--- config.mk ---
export PLATFORM = sky130hd
export DESIGN_NAME = iopad_decoder
export DESIGN_NICKNAME = d
export VERILOG_FILES = /design/src/iopad_pkg.sv /design/src/iopad_decoder.sv /design/src/iopad_strobe_dec.sv
export SDC_FILE = /design/constraint.sdc
export NUM_CORES = 1
export LEC_CHECK = 0
export BUFFER_PORTS_ARGS = -buffer_cell sky130_fd_sc_hd__buf_2
export CAP_MARGIN = 20
export CORE_UTILIZATION = 39
export DETAILED_ROUTE_END_ITERATION = 12
export GPL_TIMING_DRIVEN = 0
export PLACE_DENSITY = 0.8
export SYNTH_ARGS = -nofsm -noshare
export SYNTH_HDL_FRONTEND = slang
export SYNTH_HIERARCHICAL = 1
export SYNTH_SLANG_ARGS = --single-unit
--- constraint.sdc ---
create_clock -name clock -period 2.1 [get_ports clock]
set_input_delay 0.105 -clock clock [delete_from_list [all_inputs] [get_ports clock]]
set_output_delay 0.105 -clock clock [all_outputs]
set_load 0.02 [all_outputs]
--- src/iopad_pkg.sv ---
// iopad_pkg: constants for the system controller i/o port address decoder
// assumes a single 100 MHz clock and processor bus strobes sampled on it
// Functional notes
// - decoder enabled only when cpu running, i/o cycle, no interrupt acknowledge
// - ports 90 to 9F drive dma chip select low
// - ports CA and CB select remote serial adapter, active low
// - ports CC and CD select auxiliary serial adapter, active low
// - ports CE and CF select terminal serial adapter, active low
// - ports E8 to EF assert high port group low, enabling strobe decoders
// - two active-low buffer direction outputs steer the data buffers
// - read strobes need group, bus op request high, read/write low
// - write strobes need group, request, read/write high, write pulse high
// - exactly one strobe, chosen by low three address bits and direction
// - read strobes: E8 char, E9 status, EA test, EB data, EC reset, ED switch, EF sync
// - write strobes: E8 char, E9 control, EA test, EB data, EC timer, ED diag, EE bank
// - adapter selected by its low select alone; high selects tied high
// - adapter enable on first bus clock pulse after request rises
// - adapter read/write picks write-only or read-only registers
// - adapter register select follows address bit 0
// - even write loads control, odd write loads transmit data
// - even read returns status, odd read returns received data
// - writes latch the processor byte; reads drive the selected byte
// - E9 write clocks hs control latch; E9 read gates hs status byte
package iopad_pkg;
  localparam logic [7:0] IOPAD_DMA_LO       = 8'h90;
  localparam logic [7:0] IOPAD_DMA_HI       = 8'h9F;
  localparam logic [6:0] IOPAD_REMOTE_PAIR  = 7'h65;
  localparam logic [6:0] IOPAD_AUX_PAIR     = 7'h66;
  localparam logic [6:0] IOPAD_TERM_PAIR    = 7'h67;
  localparam logic [4:0] IOPAD_HIGH_GROUP   = 5'h1D;
  localparam logic [7:0] IOPAD_REMOTE_CTRL  = 8'hCA;
  localparam logic [7:0] IOPAD_REMOTE_DATA  = 8'hCB;
  localparam logic [7:0] IOPAD_AUX_CTRL     = 8'hCC;
  localparam logic [7:0] IOPAD_AUX_DATA     = 8'hCD;
  localparam logic [7:0] IOPAD_TERM_CTRL    = 8'hCE;
  localparam logic [7:0] IOPAD_TERM_DATA    = 8'hCF;
  localparam logic [2:0] IOPAD_SUB_CHAR     = 3'h0;
  localparam logic [2:0] IOPAD_SUB_HS_CTRL  = 3'h1;
  localparam logic [2:0] IOPAD_SUB_TEST     = 3'h2;
  localparam logic [2:0] IOPAD_SUB_TDATA    = 3'h3;
  localparam logic [2:0] IOPAD_SUB_RESET    = 3'h4;
  localparam logic [2:0] IOPAD_SUB_SWITCH   = 3'h5;
  localparam logic [2:0] IOPAD_SUB_BANK     = 3'h6;
  localparam logic [2:0] IOPAD_SUB_SYNC     = 3'h7;
  localparam logic [7:0] IOPAD_HS_CTRL_RST  = 8'h00;
  localparam int         IOPAD_ADAPTERS     = 3;
endpackage

--- src/iopad_decoder.sv ---
// iopad_decoder: i/o port decoder, serial adapter selects and high port strobes
// assumes processor bus inputs are synchronous to clock
`timescale 1ns/1ps
module iopad_decoder
  import iopad_pkg::*;
(
  // system
  input  wire logic       clock,
  input  wire logic       sys_rst,
  // processor bus
  input  wire logic       cpu_running,
  input  wire logic       io_cycle,
  input  wire logic       interrupt_ack_n,
  input  wire logic [7:0] address,
  input  wire logic       read_write,
  input  wire logic       bus_op_request,
  input  wire logic       write_pulse,
  input  wire logic       bus_clock_pulse,
  input  wire logic [7:0] data_in,
  output logic [7:0]      data_out,
  output logic            data_out_en,
  // chip selects
  output logic            dma_sel_n,
  output logic            remote_serial_sel_n,
  output logic            aux_serial_sel_n,
  output logic            terminal_serial_sel_n,
  output logic            high_port_group_n,
  output logic            bus_buffer_dir_n,
  output logic            cpu_buffer_dir_n,
  // serial adapter control
  output logic            adapter_select_low,
  output logic            adapter_enable,
  output logic            adapter_read,
  output logic            adapter_reg_select,
  input  wire logic [7:0] adapter_read_data,
  // high port read strobes
  output logic            hs_char_read_n,
  output logic            hs_status_read_n,
  output logic            test_status_read_n,
  output logic            test_data_read_n,
  output logic            cpu_reset_read_n,
  output logic            switch_read_n,
  output logic            sync_test_read_n,
  // high port write strobes
  output logic            hs_char_load_n,
  output logic            hs_control_write_n,
  output logic            test_control_write_n,
  output logic            test_data_write_n,
  output logic            timer_write_n,
  output logic            diag_write_n,
  output logic            bank_write_n,
  // high speed serial control and status
  input  wire logic [7:0] hs_status,
  output logic [7:0]      hs_control
);
  import iopad_pkg::*;

  logic       decode_en;
  logic       is_dma;
  logic       is_remote;
  logic       is_aux;
  logic       is_term;
  logic       is_high;
  logic       read_en;
  logic       write_en;
  logic [7:0] read_strobe_n;
  logic [7:0] write_strobe_n;
  logic       request_q;
  logic       enable_armed;
  logic       any_adapter;
  logic [7:0] next_data_out;
  logic       next_data_out_en;

  assign decode_en = cpu_running && io_cycle && interrupt_ack_n;

  // address match; all gated by decode_en
  assign is_dma    = decode_en && (address >= IOPAD_DMA_LO)
                     && (address <= IOPAD_DMA_HI);
  assign is_remote = decode_en && (address[7:1] == IOPAD_REMOTE_PAIR);
  assign is_aux    = decode_en && (address[7:1] == IOPAD_AUX_PAIR);
  assign is_term   = decode_en && (address[7:1] == IOPAD_TERM_PAIR);
  assign is_high   = decode_en && (address[7:3] == IOPAD_HIGH_GROUP);

  // unmatched or unqualified cycles leave every select high
  assign dma_sel_n             = !is_dma;
  assign remote_serial_sel_n   = !is_remote;
  assign aux_serial_sel_n      = !is_aux;
  assign terminal_serial_sel_n = !is_term;
  assign high_port_group_n     = !is_high;

  assign any_adapter = is_remote || is_aux || is_term;

  // buffer direction: low on reads from the board, low on cpu writes
  assign bus_buffer_dir_n = !(decode_en && !read_write
                              && (any_adapter || is_high || is_dma));
  assign cpu_buffer_dir_n = !(decode_en && read_write);

  assign read_en  = !high_port_group_n && bus_op_request && !read_write;
  assign write_en = !high_port_group_n && bus_op_request && read_write
                    && write_pulse;

  iopad_strobe_dec u_read_dec
  (
    .enable   (read_en),
    .select   (address[2:0]),
    .strobe_n (read_strobe_n)
  );

  iopad_strobe_dec u_write_dec
  (
    .enable   (write_en),
    .select   (address[2:0]),
    .strobe_n (write_strobe_n)
  );

  // read strobe map; EE has no read function
  assign hs_char_read_n     = read_strobe_n[IOPAD_SUB_CHAR];
  assign hs_status_read_n   = read_strobe_n[IOPAD_SUB_HS_CTRL];
  assign test_status_read_n = read_strobe_n[IOPAD_SUB_TEST];
  assign test_data_read_n   = read_strobe_n[IOPAD_SUB_TDATA];
  assign cpu_reset_read_n   = read_strobe_n[IOPAD_SUB_RESET];
  assign switch_read_n      = read_strobe_n[IOPAD_SUB_SWITCH];
  assign sync_test_read_n   = read_strobe_n[IOPAD_SUB_SYNC];

  // write strobe map; EF has no write function
  assign hs_char_load_n       = write_strobe_n[IOPAD_SUB_CHAR];
  assign hs_control_write_n   = write_strobe_n[IOPAD_SUB_HS_CTRL];
  assign test_control_write_n = write_strobe_n[IOPAD_SUB_TEST];
  assign test_data_write_n    = write_strobe_n[IOPAD_SUB_TDATA];
  assign timer_write_n        = write_strobe_n[IOPAD_SUB_RESET];
  assign diag_write_n         = write_strobe_n[IOPAD_SUB_SWITCH];
  assign bank_write_n         = write_strobe_n[IOPAD_SUB_BANK];

  // adapter pins: high selects are tied high, low select is the decode
  assign adapter_select_low = !any_adapter;
  assign adapter_read       = !read_write;
  assign adapter_reg_select = address[0];

  // request edge arms the enable; first bus clock pulse fires it
  always_ff @(posedge clock)
  begin
    if (sys_rst)
    begin
      request_q <= 1'b0;
    end
    else
    begin
      request_q <= bus_op_request;
    end
  end

  always_ff @(posedge clock)
  begin
    if (sys_rst)
    begin
      enable_armed <= 1'b0;
    end
    else if (!bus_op_request)
    begin
      enable_armed <= 1'b0;
    end
    else if (!request_q)
    begin
      enable_armed <= 1'b1;
    end
    else if (bus_clock_pulse && enable_armed)
    begin
      enable_armed <= 1'b0;
    end
  end

  always_ff @(posedge clock)
  begin
    if (sys_rst)
    begin
      adapter_enable <= 1'b0;
    end
    else
    begin
      adapter_enable <= any_adapter && enable_armed && bus_clock_pulse
                        && bus_op_request;
    end
  end

  // E9 write loads the high speed control latch
  always_ff @(posedge clock)
  begin
    if (sys_rst)
    begin
      hs_control <= IOPAD_HS_CTRL_RST;
    end
    else if (!hs_control_write_n)
    begin
      hs_control <= data_in;
    end
  end

  // read data return: adapter status/rx data or hs status byte
  always_comb
  begin
    next_data_out    = 8'h00;
    next_data_out_en = 1'b0;
    if (any_adapter && !read_write && bus_op_request)
    begin
      next_data_out    = adapter_read_data;
      next_data_out_en = 1'b1;
    end
    else if (!hs_status_read_n)
    begin
      next_data_out    = hs_status;
      next_data_out_en = 1'b1;
    end
  end

  always_ff @(posedge clock)
  begin
    if (sys_rst)
    begin
      data_out    <= 8'h00;
      data_out_en <= 1'b0;
    end
    else
    begin
      data_out    <= next_data_out;
      data_out_en <= next_data_out_en;
    end
  end

  // even/odd write lands in control or tx data of the selected adapter
  // (adapter itself latches data_in; decoder supplies select and reg select)

  // decode qualification, chip selects and buffer direction
  chk_dma_select: assert property (@(posedge clock) disable iff (sys_rst)
    !dma_sel_n |-> (decode_en && address[7:4] == 4'h9))
    else $error("dma select outside 90-9F");
  chk_decode_qualify: assert property (@(posedge clock) disable iff (sys_rst)
    !(cpu_running && io_cycle && interrupt_ack_n) |->
      (dma_sel_n && remote_serial_sel_n && aux_serial_sel_n
       && terminal_serial_sel_n && high_port_group_n))
    else $error("select while decoder disqualified");
  chk_remote_pair: assert property (@(posedge clock) disable iff (sys_rst)
    !remote_serial_sel_n |-> (address == IOPAD_REMOTE_CTRL
                              || address == IOPAD_REMOTE_DATA))
    else $error("remote select on wrong port");
  chk_aux_pair: assert property (@(posedge clock) disable iff (sys_rst)
    !aux_serial_sel_n |-> (address == IOPAD_AUX_CTRL
                           || address == IOPAD_AUX_DATA))
    else $error("aux select on wrong port");
  chk_term_pair: assert property (@(posedge clock) disable iff (sys_rst)
    !terminal_serial_sel_n |-> (address == IOPAD_TERM_CTRL
                                || address == IOPAD_TERM_DATA))
    else $error("terminal select on wrong port");
  chk_group_range: assert property (@(posedge clock) disable iff (sys_rst)
    !high_port_group_n |-> (decode_en && address[7:3] == IOPAD_HIGH_GROUP))
    else $error("group select outside E8-EF");
  chk_buffer_read: assert property (@(posedge clock) disable iff (sys_rst)
    !bus_buffer_dir_n |-> (decode_en && !read_write))
    else $error("board buffer driven outside a read");
  chk_buffer_write: assert property (@(posedge clock) disable iff (sys_rst)
    !cpu_buffer_dir_n |-> (decode_en && read_write))
    else $error("processor buffer driven outside a write");
  chk_buffers_apart: assert property (@(posedge clock) disable iff (sys_rst)
    bus_buffer_dir_n || cpu_buffer_dir_n)
    else $error("both buffer directions driven");

  // strobe decoders
  chk_read_strobe: assert property (@(posedge clock) disable iff (sys_rst)
    (~read_strobe_n != 8'h00) |->
      (!high_port_group_n && bus_op_request && !read_write
       && $onehot(~read_strobe_n)))
    else $error("read strobe without enables");
  chk_write_strobe: assert property (@(posedge clock) disable iff (sys_rst)
    (~write_strobe_n != 8'h00) |->
      (write_pulse && read_write && $onehot(~write_strobe_n)
       && write_strobe_n[address[2:0]] == 1'b0))
    else $error("write strobe without enables");
  chk_read_one: assert property (@(posedge clock) disable iff (sys_rst)
    read_en |-> ($onehot(~read_strobe_n) && !read_strobe_n[address[2:0]]))
    else $error("read decoder not one of eight");
  chk_write_one: assert property (@(posedge clock) disable iff (sys_rst)
    write_en |-> ($onehot(~write_strobe_n) && !write_strobe_n[address[2:0]]))
    else $error("write decoder not one of eight");
  chk_one_direction: assert property (@(posedge clock) disable iff (sys_rst)
    (&read_strobe_n) || (&write_strobe_n))
    else $error("read and write strobes together");
  chk_strobe_idle: assert property (@(posedge clock) disable iff (sys_rst)
    !(read_en || write_en) |->
      (read_strobe_n == 8'hFF && write_strobe_n == 8'hFF))
    else $error("strobe without decoder enable");
  chk_reset_read: assert property (@(posedge clock) disable iff (sys_rst)
    !cpu_reset_read_n |-> (read_en && address[2:0] == IOPAD_SUB_RESET))
    else $error("reset strobe on wrong port");
  chk_sync_read: assert property (@(posedge clock) disable iff (sys_rst)
    !sync_test_read_n |-> (read_en && address[2:0] == IOPAD_SUB_SYNC))
    else $error("sync strobe on wrong port");
  chk_timer_strobe: assert property (@(posedge clock) disable iff (sys_rst)
    !timer_write_n |-> (write_en && address[2:0] == IOPAD_SUB_RESET))
    else $error("timer strobe on wrong port");
  chk_bank_strobe: assert property (@(posedge clock) disable iff (sys_rst)
    !bank_write_n |-> (write_en && address[2:0] == IOPAD_SUB_BANK))
    else $error("bank strobe on wrong port");

  // high speed control latch and status read
  chk_hs_latch: assert property (@(posedge clock) disable iff (sys_rst)
    !hs_control_write_n |=> (hs_control == $past(data_in)))
    else $error("hs control latch missed write");
  chk_hs_hold: assert property (@(posedge clock) disable iff (sys_rst)
    hs_control_write_n |=> $stable(hs_control))
    else $error("hs control changed without write");
  chk_hs_address: assert property (@(posedge clock) disable iff (sys_rst)
    !hs_control_write_n |->
      (address == {IOPAD_HIGH_GROUP, IOPAD_SUB_HS_CTRL} && write_pulse))
    else $error("hs control write on wrong cycle");
  chk_status_return: assert property (@(posedge clock) disable iff (sys_rst)
    !hs_status_read_n |=> (data_out_en && data_out == $past(hs_status)))
    else $error("hs status byte not returned");

  // serial adapter pins and read data
  chk_adapter_enable: assert property (@(posedge clock) disable iff (sys_rst)
    adapter_enable |-> $past(bus_clock_pulse) && $past(bus_op_request))
    else $error("adapter enable without bus clock pulse");
  chk_enable_single: assert property (@(posedge clock) disable iff (sys_rst)
    adapter_enable |=> !adapter_enable)
    else $error("adapter enable longer than one cycle");
  chk_enable_adapter: assert property (@(posedge clock) disable iff (sys_rst)
    adapter_enable |-> $past(any_adapter))
    else $error("adapter enable without adapter select");
  chk_reg_select: assert property (@(posedge clock) disable iff (sys_rst)
    !adapter_select_low |-> (adapter_reg_select == address[0]))
    else $error("register select not address bit 0");
  chk_adapter_low: assert property (@(posedge clock) disable iff (sys_rst)
    adapter_select_low ==
      (remote_serial_sel_n && aux_serial_sel_n && terminal_serial_sel_n))
    else $error("adapter low select not the decoded select");
  chk_adapter_rw: assert property (@(posedge clock) disable iff (sys_rst)
    adapter_read == !read_write)
    else $error("adapter direction not the bus direction");
  chk_adapter_return: assert property (@(posedge clock) disable iff (sys_rst)
    (any_adapter && !read_write && bus_op_request) |=>
      (data_out_en && data_out == $past(adapter_read_data)))
    else $error("adapter read byte not returned");
  chk_data_idle: assert property (@(posedge clock) disable iff (sys_rst)
    (!(any_adapter && !read_write && bus_op_request) && hs_status_read_n) |=>
      !data_out_en)
    else $error("read data valid without a read");
endmodule

--- src/iopad_strobe_dec.sv ---
// iopad_strobe_dec: one-of-eight active-low strobe decoder with enable
// assumes enable and select are settled in the same cycle
`timescale 1ns/1ps
module iopad_strobe_dec
  import iopad_pkg::*;
(
  // decode inputs
  input  wire logic       enable,
  input  wire logic [2:0] select,
  // strobes
  output logic [7:0]      strobe_n
);
  always_comb
  begin
    strobe_n = 8'hFF;
    if (enable)
    begin
      strobe_n[select] = 1'b0;
    end
  end
endmodule

==> reports/metrics.csv <==
metric,value,unit
worstSetupPathType,in2out,
relSlewSlack,0.644,
ant_nets,0,
cts_tree,done,
grt.total_usage,0.179,
worst_ep_required_time,2000,ps
wl_met2,1410,µm
cts_htree_levels,1,
grt_pass1_wl,3750,µm
fin_skew,0.706,ps
cp_max_fo,7,
syn_nets,149,
r2r_end,hs_control[4]$_SDFFE_PP0N_,
routed_via_density,4.96,
min_to,hs_control[2]$_SDFFE_PP0N_,
cts.hold.buffers_added,0,
vias,1105,
period_share,0.887,
die_x,53.5,µm
hpwlAfterDp,2100,µm
drc,0,
peakVddDrop,337,µV
fp.dieArea,0.00286,mm²
antenna_found_initial,0,
cts-root-buf,clkbuf_4,
reg2reg_depth,2,
port_buffers,81,
initialDrtViolationCount,4,
syn_area,0.00103,mm²
slew_viol_final,0,
yosys_warnings,6,
area_delta_synth_final,46.3,%
overflow,0,
drv.max_cap_violation_count,0,
place_inst,219,
grt_max_degree,19,
cp-start-kind,input pin,
fin_crit,1860,ps
initial_core_util,0.414,
coreArea,0.00250,mm²
cts_resized,0,
io_pins,83,
wl_per_cell,11.6,µm
syn_avg_cell_area,9.58,µm²
report.final.hold_viol_count,0,
fill_cells,231,
rows,18,
power.total,0.694,mW
synth_cells,108,
cts.sinks,20,
post-cts-setup-buffers,0,
whs_path_depth,3,
p_leak,0.770,nW
p_per_area,459,mW/mm²
worstMarginPinSlew,534,ps
fmax,0.537,GHz
hp-class,in2reg,
clk_pin_slew,120,ps
gp_congestion,0.778,
insertion_delay,290,ps
cp.arrival,1760,ps
drive_above_1_share,0.477,
rrSetupSlack,1460,ps
nNetsFinal,235,
top_layer_used,met4,
cp-end-kind,primary output,
final_cells,223,
cts.path.max_buffers,2,
timing.rr.start,hs_control[4]$_SDFFE_PP0N_,
met3_length,143,µm
drt_wl_total,2580,µm
rsz0062_at_grt,false,
grt_pass1_vias,901,
drt_pass1_iterations,4,
tns,0,ps
wirelength_met1,1000,µm
antenna_cells,0,
status,finished clean,
hold_ws,28.4,ps
hold_start,data_in[2],
setup_viol_count_final,0,
numCtsBuffers,3,
die_y,53.5,µm
==> flip-flops by register name, indices dropped and copies added, names as in the netlist <==
name / flops
data_out: 8
hs_control: 8
data_out_en: 1
adapter_enable: 1
enable_armed: 1
request_q: 1
==> stage by stage <==
step	cell area (µm²)	utilization	worst slack, ps
final	1510	0.606	237
after floorplan	1030	-	104
after detailed placement	1480	0.591	-60.5
after global placement	1480	0.591	57.7
after global routing	1510	0.606	32.3
after CTS	1510	0.606	231
==> worst max-delay path: stages <==
cell	delay [ps]
buf_2	100
and2b_2	260
and3_1	190
nand2_1	80
nor2_1	360
or4b_1	470
buf_2	170
==> cell usage in the layout (no fill, tap or decap), drive strengths merged <==
cell type  instances
a211o              1
a21boi             1
a21oi              1
and2               1
and2b              2
and3               1
and4               1
buf               83
clkbuf             7
dfxtp             20
inv                1
mux2i             16
nand2             11
nand2b             9
nand3              3
nand4              3
nand4b             7
nand4bb            6
nor2              12
nor2b              1
nor3b              1
o2111ai            1
o21ai              1
or2                1
or4b               2
==> metal layers <==
layer / vias up / global-route usage
li1: 558 / -
met1: 498 / 0.187
met2: 45 / 0.348
met3: 4 / 0.0316
met4: 0 / 0.0658
met5: - / 0
==> area by class of cell <==
class / instances / area (µm²) / share of cell area
clock buffer: 4 / 36.3 / 0.0240
sequential: 20 / 400 / 0.264
multi-input combinational: 82 / 601 / 0.397
tap: 30 / 37.5 / 0.0248
buffer: 5 / 30.0 / 0.0198
timing repair buffer: 81 / 405 / 0.268
inverter: 1 / 3.75 / 0.00248
==> worst max path at each step <==
| stage | start | to | slack (ps) | cells after the start |
|---|---|---|---|---|
| 4_1_cts | address[4] | hs_char_read_n | 230 | 7 |
| 5_1_grt | address[4] | data_out[3]$_SDFF_PP0_ | 30 | 9 |
| 3_5_place_dp | address[4] | data_out[0]$_SDFF_PP0_ | -60 | 9 |
| 2_1_floorplan | address[4] | data_out[0]$_SDFF_PP0_ | 100 | 8 |
| 3_3_place_gp | address[4] | data_out[6]$_SDFF_PP0_ | 60 | 9 |
| 6_report | address[4] | hs_char_load_n | 240 | 7 |
==> power breakdown <==
part / switching (mW) / leakage [nW] / internal [mW] / total (mW)
logic: 0.0435 / 0.587 / 0.0459 / 0.0893
clock network: 0.117 / 0.0210 / 0.106 / 0.223
registers: 0.000725 / 0.162 / 0.381 / 0.382
Note: power is estimated with default switching activity, not from simulation.
